$ cat src/rtl/sba_pkg.sv
// shared constants for the secondary bus arbiter control block
package sba_pkg;

	// -------------------------------------------------------------------
	// register map (byte addresses)
	// -------------------------------------------------------------------
	localparam logic [7:0] SBA_ADDR_ARB_PRIO = 8'h40; // arbiter_priority_control
	localparam logic [7:0] SBA_ADDR_EXT_READ = 8'h48; // extended_read_control
	localparam logic [7:0] SBA_ADDR_PREEMPT = 8'h4C; // arbiter_preemption_control

	// -------------------------------------------------------------------
	// field positions
	// -------------------------------------------------------------------
	localparam int SBA_PRIO_LSB = 16; // external requester priority bits 19:16
	localparam int SBA_BPORT_PRIO_BIT = 25; // bridge_port_priority_select
	localparam int SBA_EXT_FLOW_BIT = 0; // memory read flow-through enable
	localparam int SBA_EXT_PARK_BIT = 1; // park on bridge port
	localparam int SBA_EXT_DSPF_BIT = 2; // downstream dynamic prefetch disable
	localparam int SBA_EXT_USPF_BIT = 3; // upstream dynamic prefetch disable
	localparam int SBA_EXT_RBUF_BIT = 4; // read buffer hold-off mode
	localparam int SBA_EXT_WIDTH = 5; // implemented bits 4:0
	localparam int SBA_PRE_LSB = 28; // preemption field bits 31:28

	// -------------------------------------------------------------------
	// reset values
	// -------------------------------------------------------------------
	localparam logic [3:0] SBA_PRIO_RST = 4'h0; // external requesters low
	localparam logic SBA_BPORT_PRIO_RST = 1'b1; // bridge port high
	localparam logic [4:0] SBA_EXT_RST = 5'h00; // all extended bits clear
	localparam logic [3:0] SBA_PRE_RST = 4'h0; // preemption code after reset

	// -------------------------------------------------------------------
	// requesters and preemption timing
	// -------------------------------------------------------------------
	localparam int SBA_NREQ = 5; // four external plus bridge port
	localparam logic [2:0] SBA_BPORT_IDX = 3'h4; // index of the bridge port
	localparam logic [6:0] SBA_PRE_MAX = 7'h40; // longest preemption delay, 64 cycles

	// preemption code to delay in clock cycles after frame assertion
	function automatic logic [6:0] sba_pre_delay(input logic [2:0] code);
		sba_pre_delay = (code == 3'h0) ? 7'h00 : 7'(7'h01 << (code - 3'h1));
	endfunction : sba_pre_delay

	// read buffer sequencing states
	typedef enum logic [1:0] {
		SBA_RB_IDLE = 2'b00,
		SBA_RB_FILL = 2'b01,
		SBA_RB_STREAM = 2'b10
	} sba_rb_e;

endpackage : sba_pkg

$ cat src/rtl/sba_arbiter.sv
// secondary bus arbiter with apb configuration and read buffer control
//
// The implementer's own choice: the APB register port.
`timescale 1ns/1ps
`default_nettype none

module sba_arbiter
	import sba_pkg::*;
(
	input wire logic pclk, // secondary bus clock, 20 MHz
	input wire logic presetn, // asynchronous reset, active low
	input wire logic psel, // apb select
	input wire logic penable, // apb access phase
	input wire logic pwrite, // apb direction
	input wire logic [7:0] paddr, // apb byte address
	input wire logic [31:0] pwdata, // apb write data
	output logic [31:0] prdata, // apb read data
	output logic pready, // apb ready, always high
	output logic pslverr, // apb error on unmapped address
	input wire logic [3:0] req_n, // external bus requests, active low pins
	input wire logic frame_n, // bus frame pin, active low
	input wire logic bport_req, // bridge secondary port request
	output logic [3:0] gnt_n, // external grants, active low
	output logic bport_gnt, // bridge secondary port grant
	input wire logic rd_active, // memory read being returned to a master
	input wire logic rd_buf_empty, // read data buffer empty
	input wire logic rd_line_full, // one cache line buffered
	output logic rd_data_go, // present read data this cycle
	output logic rd_wait, // insert a wait state
	output logic rd_disconnect, // disconnect the requesting master
	output logic flow_through_en, // memory read flow-through enabled
	output logic ds_prefetch_en, // downstream dynamic prefetch enabled
	output logic us_prefetch_en // upstream dynamic prefetch enabled
);

	// -------------------------------------------------------------------
	// pin synchronisers
	// -------------------------------------------------------------------
	logic [3:0] req_meta_reg; // first stage, read only by second
	logic [3:0] req_sync_reg; // synchronised requests, active low
	logic frame_meta_reg; // first stage of frame
	logic frame_sync_reg; // synchronised frame, active low

	// two flip-flops per pin before any logic looks at it
	always_ff @(posedge pclk or negedge presetn) begin
		if (!presetn) begin
			req_meta_reg <= 4'hF;
			req_sync_reg <= 4'hF;
			frame_meta_reg <= 1'b1;
			frame_sync_reg <= 1'b1;
		end else begin
			req_meta_reg <= req_n;
			req_sync_reg <= req_meta_reg;
			frame_meta_reg <= frame_n;
			frame_sync_reg <= frame_meta_reg;
		end
	end

	// -------------------------------------------------------------------
	// configuration registers
	// -------------------------------------------------------------------
	logic [3:0] prio_reg, prio_next; // external requester priorities
	logic bport_prio_reg, bport_prio_next; // bridge port priority
	logic [4:0] ext_reg, ext_next; // extended read control bits
	logic [3:0] pre_reg, pre_next; // preemption code
	logic [31:0] prdata_reg, prdata_next; // read data captured in setup
	logic wr_en; // write strobe at access phase
	logic addr_hit; // address maps to a register

	assign wr_en = psel && penable && pwrite;
	assign addr_hit = (paddr == SBA_ADDR_ARB_PRIO) || (paddr == SBA_ADDR_EXT_READ) ||
		(paddr == SBA_ADDR_PREEMPT);

	// next register values from apb writes and read mux
	always_comb begin
		prio_next = prio_reg;
		bport_prio_next = bport_prio_reg;
		ext_next = ext_reg;
		pre_next = pre_reg;
		prdata_next = prdata_reg;
		if (wr_en && paddr == SBA_ADDR_ARB_PRIO) begin
			prio_next = pwdata[SBA_PRIO_LSB +: 4];
			bport_prio_next = pwdata[SBA_BPORT_PRIO_BIT];
		end
		if (wr_en && paddr == SBA_ADDR_EXT_READ) begin
			ext_next = pwdata[SBA_EXT_WIDTH-1:0];
		end
		if (wr_en && paddr == SBA_ADDR_PREEMPT) begin
			pre_next = pwdata[SBA_PRE_LSB +: 4];
		end
		// read data captured in the setup cycle
		if (psel && !penable && !pwrite) begin
			prdata_next = 32'h0000_0000;
			case (paddr)
				SBA_ADDR_ARB_PRIO: begin
					prdata_next[SBA_PRIO_LSB +: 4] = prio_reg;
					prdata_next[SBA_BPORT_PRIO_BIT] = bport_prio_reg;
				end
				SBA_ADDR_EXT_READ: prdata_next[SBA_EXT_WIDTH-1:0] = ext_reg;
				SBA_ADDR_PREEMPT: prdata_next[SBA_PRE_LSB +: 4] = pre_reg;
				default: prdata_next = 32'h0000_0000;
			endcase
		end
	end

	// register storage
	always_ff @(posedge pclk or negedge presetn) begin
		if (!presetn) begin
			prio_reg <= SBA_PRIO_RST;
			bport_prio_reg <= SBA_BPORT_PRIO_RST;
			ext_reg <= SBA_EXT_RST;
			pre_reg <= SBA_PRE_RST;
			prdata_reg <= 32'h0000_0000;
		end else begin
			prio_reg <= prio_next;
			bport_prio_reg <= bport_prio_next;
			ext_reg <= ext_next;
			pre_reg <= pre_next;
			prdata_reg <= prdata_next;
		end
	end

	assign prdata = prdata_reg;
	assign pready = 1'b1;
	assign pslverr = psel && penable && !addr_hit;

	// -------------------------------------------------------------------
	// configuration outputs
	// -------------------------------------------------------------------
	// flow-through and dynamic prefetch enables
	assign flow_through_en = ext_reg[SBA_EXT_FLOW_BIT];
	assign ds_prefetch_en = !ext_reg[SBA_EXT_DSPF_BIT];
	assign us_prefetch_en = !ext_reg[SBA_EXT_USPF_BIT];

	// -------------------------------------------------------------------
	// preemption timer
	// -------------------------------------------------------------------
	logic [6:0] frame_cnt_reg, frame_cnt_next; // cycles since frame asserted
	logic frame_act; // frame asserted on the bus
	logic preempt_ok; // preemption currently allowed

	assign frame_act = !frame_sync_reg;

	// count from frame assertion, saturating at the longest delay
	always_comb begin
		frame_cnt_next = frame_cnt_reg;
		if (!frame_act) begin
			frame_cnt_next = 7'h00;
		end else if (frame_cnt_reg < SBA_PRE_MAX) begin
			frame_cnt_next = frame_cnt_reg + 7'h01;
		end
	end

	// frame counter storage
	always_ff @(posedge pclk or negedge presetn) begin
		if (!presetn) begin
			frame_cnt_reg <= 7'h00;
		end else begin
			frame_cnt_reg <= frame_cnt_next;
		end
	end

	assign preempt_ok = !pre_reg[3] && frame_act &&
		(frame_cnt_reg >= sba_pre_delay(pre_reg[2:0]));

	// -------------------------------------------------------------------
	// arbitration
	// -------------------------------------------------------------------
	logic [SBA_NREQ-1:0] req_vec; // pending requests, active high
	logic [SBA_NREQ-1:0] prio_vec; // high priority flags
	logic [SBA_NREQ-1:0] grant_reg, grant_next; // one-hot grant
	logic [2:0] last_reg, last_next; // last granted requester
	logic [2:0] win_idx; // chosen requester
	logic win_found; // any requester chosen
	logic owner_req; // current owner still requesting
	logic other_req; // someone else pending

	assign req_vec = {bport_req, ~req_sync_reg};
	assign prio_vec = {bport_prio_reg, prio_reg};

	// round robin search from the requester after last
	function automatic logic [3:0] sba_pick(input logic [SBA_NREQ-1:0] mask,
		input logic [2:0] last);
		logic [3:0] res;
		logic [2:0] idx;
		res = 4'h0;
		idx = last;
		for (int i = 0; i < SBA_NREQ; i++) begin
			idx = (idx == 3'(SBA_NREQ - 1)) ? 3'h0 : idx + 3'h1;
			if (!res[3] && mask[idx]) begin
				res = {1'b1, idx};
			end
		end
		return res;
	endfunction : sba_pick

	// winner among requesters other than the owner, or the owner when it alone requests
	always_comb begin
		logic [3:0] hi;
		logic [3:0] lo;
		logic [SBA_NREQ-1:0] cand;
		cand = (|(req_vec & ~grant_reg)) ? (req_vec & ~grant_reg) : req_vec;
		hi = sba_pick(cand & prio_vec, last_reg);
		lo = sba_pick(cand & ~prio_vec, last_reg);
		win_found = hi[3] || lo[3];
		win_idx = hi[3] ? hi[2:0] : lo[2:0];
	end

	assign owner_req = |(grant_reg & req_vec);
	assign other_req = |(req_vec & ~grant_reg);

	// grant decisions
	always_comb begin
		grant_next = grant_reg;
		last_next = last_reg;
		if (!owner_req) begin
			if (win_found) begin
				grant_next = SBA_NREQ'(1) << win_idx;
				last_next = win_idx;
			end else if (ext_reg[SBA_EXT_PARK_BIT]) begin
				grant_next = SBA_NREQ'(1) << SBA_BPORT_IDX;
			end else if (|grant_reg) begin
				grant_next = grant_reg;
			end else begin
				grant_next = SBA_NREQ'(1) << last_reg;
			end
		end else if (other_req && preempt_ok && win_found) begin
			grant_next = SBA_NREQ'(1) << win_idx;
			last_next = win_idx;
		end
	end

	// grant storage
	always_ff @(posedge pclk or negedge presetn) begin
		if (!presetn) begin
			grant_reg <= '0;
			last_reg <= SBA_BPORT_IDX;
		end else begin
			grant_reg <= grant_next;
			last_reg <= last_next;
		end
	end

	assign gnt_n = ~grant_reg[3:0];
	assign bport_gnt = grant_reg[SBA_BPORT_IDX];

	// -------------------------------------------------------------------
	// read data buffer control
	// -------------------------------------------------------------------
	sba_rb_e rb_state_reg, rb_state_next; // read return sequencing
	logic rb_hold; // hold-off mode selected

	assign rb_hold = ext_reg[SBA_EXT_RBUF_BIT];

	// read return state machine
	always_comb begin
		rb_state_next = rb_state_reg;
		case (rb_state_reg)
			SBA_RB_IDLE: begin
				// idle until a read is returned
				if (rd_active) begin
					rb_state_next = rb_hold ? SBA_RB_FILL : SBA_RB_STREAM;
				end
			end
			SBA_RB_FILL: begin
				if (!rd_active) begin
					rb_state_next = SBA_RB_IDLE;
				end else if (rd_line_full) begin
					rb_state_next = SBA_RB_STREAM;
				end
			end
			SBA_RB_STREAM: begin
				// data streaming
				if (!rd_active) begin
					rb_state_next = SBA_RB_IDLE;
				end
			end
			default: rb_state_next = SBA_RB_IDLE;
		endcase
	end

	// read state storage
	always_ff @(posedge pclk or negedge presetn) begin
		if (!presetn) begin
			rb_state_reg <= SBA_RB_IDLE;
		end else begin
			rb_state_reg <= rb_state_next;
		end
	end

	// return, wait and disconnect strobes
	always_comb begin
		rd_data_go = 1'b0;
		rd_wait = 1'b0;
		rd_disconnect = 1'b0;
		if (rd_active) begin
			if (!rb_hold) begin
				rd_data_go = !rd_buf_empty;
				rd_wait = rd_buf_empty;
			end else if (rb_state_reg == SBA_RB_STREAM) begin
				rd_data_go = !rd_buf_empty;
				rd_disconnect = rd_buf_empty;
			end else begin
				rd_wait = 1'b1;
			end
		end
	end
endmodule : sba_arbiter
`default_nettype wire

$ cat config.mk
export PLATFORM = sky130hd
export DESIGN_NAME = sba_arbiter
export DESIGN_NICKNAME = d
export VERILOG_FILES = /design/src/rtl/sba_pkg.sv /design/src/rtl/sba_arbiter.sv
export SDC_FILE = /design/constraint.sdc
export NUM_CORES = 1
export LEC_CHECK = 0
export BUFFER_PORTS_ARGS = -buffer_cell sky130_fd_sc_hd__buf_2
export CORE_UTILIZATION = 39
export CTS_CLUSTER_SIZE = 12
export DETAILED_ROUTE_END_ITERATION = 10
export PLACE_DENSITY = 0.73
export SETUP_SLACK_MARGIN = 0.4
export SLEW_MARGIN = 20
export SYNTH_ARGS = -nofsm -noshare
export SYNTH_HDL_FRONTEND = slang
export SYNTH_SLANG_ARGS = --single-unit
$ cat constraint.sdc
create_clock -name pclk -period 6.1 [get_ports pclk]
set_input_delay 0.305 -clock pclk [delete_from_list [all_inputs] [get_ports pclk]]
set_output_delay 0.305 -clock pclk [all_outputs]
set_load 0.01 [all_outputs]
==> Word level (Yosys, flattened, before mapping) <==
Index checks and enable logic that the tools add are counted.
W data, S select, Z words.
{ "classes": {"bitwise": 8, "n_reduce_logical": 49, "mul": 0, "mux": 67, "n_eq_ne": 15, "n_div": 0, "n_shift": 3, "addsub": 7, "magnitude_cmp": 7} }
{ "op_table": {"columns": ["cell", "n"], "rows": [
  ["$mux W4", 12],
  ["$mux W5", 7],
  ["$bmux W1 S3", 10],
  ["$mux W3", 9],
  ["$eq A8 B7 Y1 const B", 3],
  ["$mux W7", 3],
  ["$and A5 B5 Y5", 4],
  ["$logic_and A1 B1 Y1", 20],
  ["$lt A3 B4 Y1 const B", 5],
  ["$mux W1", 20],
  ["$logic_not A1 Y1", 16],
  ["$add A3 B1 Y3 const B", 5],
  ["$eq A3 B3 Y1 const B", 5],
  ["$reduce_or A5 Y1", 3],
  ["$mux W2", 5],
  ["$not A5 Y5", 2],
  ["$shl A1 B3 Y5 const A", 2],
  ["$not A4 Y4", 2],
  ["$add A7 B1 Y7 const B", 1],
  ["$ge A7 B7 Y1", 1],
  ["$lt A7 B7 Y1 const B", 1],
  ["$shl A1 B3 Y7 const A", 1],
  ["$pmux W2 S3", 1],
  ["$ne A2 B2 Y1 const B", 2],
  ["12 further kinds", 16]
]} }
{ "totals": {"ff_bits": 55, "romBits": 0, "latchBits": 0, "ramBits": 0, "in_bits": 54, "mem_count": 0, "out_inout_bits": 45, "wordCells": 169} }

==> Longest topological paths before layout <==
{ "logic_depth": {"ltp_word": 24, "ltp_mapped": 24, "depth_no_buf": 21} }

==> Least setup slack after synthesis <==
No wires, ideal clock.
{ "synth_timing": {"path_kind": "register to register", "startpoint": "register last_reg[0]", "endpoint": "register grant_reg[0]", "period_less_slack_ps": 5524, "required_time_ps": 6017, "arrival_ps": 5441, "n_path_buf": 3, "setup_time_ps": 83, "setup_slack_ps": 576, "stages_incl_launch_ff": 25, "cell_sequence": "dfrtp_1 -> buf_2 -> inv_1 -> ha_1 -> nand2_2 -> and2_1 -> inv_1 -> ha_1 -> nor2b_1 -> o21ai_2 -> inv_2 -> buf_2 -> ha_1 -> or3b_1 -> o221ai_1 -> or2_1 -> buf_2 -> a221oi_1 -> a31oi_1 -> or3b_1 -> or2_4 -> o21a_1 -> mux2_4 -> a2111o_1 -> a22oi_2"} }
{ "synth_between": {"elab_chain_len": 21, "word_cells_on_any_way": 74, "classes_between": "add/sub (5); eq/ne (7); shift (2); mux (41); reduce/logical (19)"} }
{ "synth_lines": {"columns": ["element", "line_no", "rtl"], "rows": [
  ["start, declared", "sba_arbiter.sv:172", "logic [2:0] last_reg, last_next;"],
  ["start signal, assigned", "sba_arbiter.sv:240", "last_reg <= last_next;"],
  ["branches (longest 21 deep; another with $add A3 B1 Y3)", null, null],
  ["end signal, assigned", "sba_arbiter.sv:239", "grant_reg <= grant_next;"],
  ["end, declared", "sba_arbiter.sv:171", "logic [SBA_NREQ-1:0] grant_reg, grant_next;"]
]} }
Several ways; the timed one is not identified. The select of a mux whose other input is x is not followed.
A chain may end at the register's enable or synchronous reset.

==> Final worst setup path <==
{ "layout_timing": {"startpoint": "register last_reg[1]", "endpoint": "register grant_reg[0]"} }
Same word-level chain as after synthesis.

==> flow_summary.ini <==
[synthesis]
ys_types = 79
ys.flop_type = dfrtp_1
ys_ff_latch = 55
synth_top_area_share_pct = 25.1
synth.area.top_cells = dfrtp_1 25%, dfstp_2 7.4%, ha_1 5.3%, nor2_1 4.1%, mux2_2 3.9%
avgSynthCellArea_um2 = 8.94
synth_top_cell_by_area = dfrtp_1
yosysWarnings = 0
yosys-top-cells-count = 47 x nor2_1, 43 x dfrtp_1, 31 x nand2_1, 23 x nand3_1
yosysSeqAreaShare_pct = 32.5
yosysMostFrequentCell = nor2_1
synthesis.area_um2 = 4280
synth_edf_count = 0
async_reset_ff_share_pct = 100
syn_inst = 479

[cells_and_area]
areaGrowthSynthToFinish_pct = 13.8
insertedDiodeCount = 0
n_fill_cell = 1013
largest_reg_flops = 14
nets = 623
drive_gt1_share_pct = 26.8
layout.cells.non_filler = 688
final_util_pct = 46.4

[sta]
rsz0062_at_grt = no
finalSetupViolations = 0
hold_ws_ns = 0.0775
max_slew_margin_pct = 41.8
setup_tns_ns = 0
worst_pin_slew_ns = 0.849
post-route-period-util_pct = 89.2
drv_slew = 0
fmax_mhz = 184
finClkSkew_ns = 0.0106
final.min_clock_period_ns = 5.44
final_hold_viol_count = 0

[global_route]
grt_pass1_vias = 3877
antenna_found_initial = 0
grt_max_degree = 56
grt_remaining_overflow = 0
grt_pass1_wl_um = 19300
grt.total_usage_pct = 21.2

[worst_setup_path]
crit_required_ns = 6.33
crit_fanout = 6
cp_data_arrival_time_ns = 5.67
critPathKind = reg -> reg
startpoint_type = flip-flop
cp-end-kind = flip-flop

[drt]
detailedRoute.firstPassIterationCount = 7
route.detailed.drc = 0
drt_iter0_drc = 395
viasPerCell = 5.99
num_vias = 4118
finalWirelength_um = 11700
wire_per_inst_um = 17.1
antenna_left = 0

[placement]
dp_hpwl_um = 9250
port_buffers = 61
place_congestion = 0.958
dp.cells = 678

[hold_path]
hp-class = in -> reg

[floorplanning]
rows = 37
dieArea_um2 = 11400
start_util_pct = 40.8
chipWidth_um = 107
core-area_um2 = 10500
die_h_um = 107
boundaryPins = 99

[clock_network]
ctsHoldBuffers = 0
cts_tree = built
cts_made_buffers = 5
worstSkewPairLatency_ns = 0.31
clock-sinks = 55
clockRootBuffer = clkbuf_8
h-tree-depth = 2
path_clk_slew_ns = 0.10
clk_path_buf_depth = 2

[job]
maxCapViolations = 0

[status]
outcome = finished clean
==> cells by family (layout without fill, tap and decap cells) <==
kind of cell	after synthesis	in the layout	synth area share (%)
AND/OR/NAND/NOR	177	177	21.2
buffers and inverters	52	108	6.66
XOR/XNOR	7	7	1.43
flip-flops	55	55	32.5
adder cells (fa/ha/maj)	18	18	5.26
multiplexers	24	24	6.45
other	2	19	0.175
AO/OA/AOI/OAI	144	144	26.3
==> area by class of cell <==
| cell class | instances | area, µm² | share of cell area, % |
|---|---|---|---|
| multi-input cells | 389 | 2690 | 55.2 |
| flip-flops and latches | 55 | 1390 | 28.6 |
| repair buffers | 81 | 455 | 9.34 |
| well taps | 136 | 170 | 3.49 |
| inverters | 19 | 71.3 | 1.46 |
| clock buffers | 5 | 68.8 | 1.41 |
| clock inverters | 3 | 23.8 | 0.488 |
==> what timing repair did <==
action,CTS,global route
gates resized for setup,0,10
endpoints found under the hold margin,0,0
endpoints found under the setup margin,0,7
setup buffers,0,2
==> metal layers <==
layer / vias up / part of all wire [%] / track usage [%]
met3: 20 / 6.8 / 3.47
met1: 1991 / 45 / 28.8
li1: 1913 / - / -
met2: 194 / 47 / 35.0
met5: - / 0 / 0
met4: 0 / 1.7 / 5.68
==> critical path: stages (launching register included) <==
cell	delay, ns
dfrtp_2	0.46
inv_1	0.10
ha_1	0.16
buf_4	0.16
nand2_2	0.06
and2_1	0.20
inv_1	0.16
ha_2	0.28
nor2b_2	0.27
a21boi_2	0.13
inv_1	0.10
ha_1	0.19
or3b_1	0.35
o221ai_1	0.29
or2_1	0.28
o211ai_2	0.12
a31oi_1	0.23
or3b_1	0.42
or2_4	0.26
o21a_1	0.20
mux2_4	0.34
a2111o_1	0.42
a22oi_2	0.17
==> cell usage in the layout (no fill, tap or decap), types with 12 or more instances in the layout <==
cell type / instances
buf_2: 61
nor2_1: 45
dfrtp_1: 42
nand2_1: 31
nand3_1: 23
buf_4: 20
a21oi_1: 19
conb_1: 19
inv_1: 18
ha_1: 16
mux2_2: 15
a22o_1: 15
dfstp_2: 12
==> stage by stage <==
stage | worst slack (ns) | instance area (µm²)
CTS | 0.406 | 4840
finish | 0.662 | 4880
global placement | 0.533 | 4740
global route | 0.428 | 4880
floorplan | 0.576 | 4350
detailed placement | 0.452 | 4740
==> path summary, 6_finish.rpt <==
kind | slack [ns] | from | end | cells past startpoint
max in group asynchronous | 5.54 | presetn | last_reg[1] | 2
max reg2reg | 0.66 | last_reg[1] | grant_reg[0] | 22
max | 0.66 | last_reg[1] | grant_reg[0] | 22
min in group asynchronous | 0.10 | presetn | ext_reg[0] | 2
min reg2reg | 0.36 | req_meta_reg[0] | req_sync_reg[0] | 0
min | 0.08 | frame_n | frame_meta_reg | 1
Power is left out: the tool's default activity adds up to more than one toggle a clock period on the data nets, which glitch-free logic cannot reach.
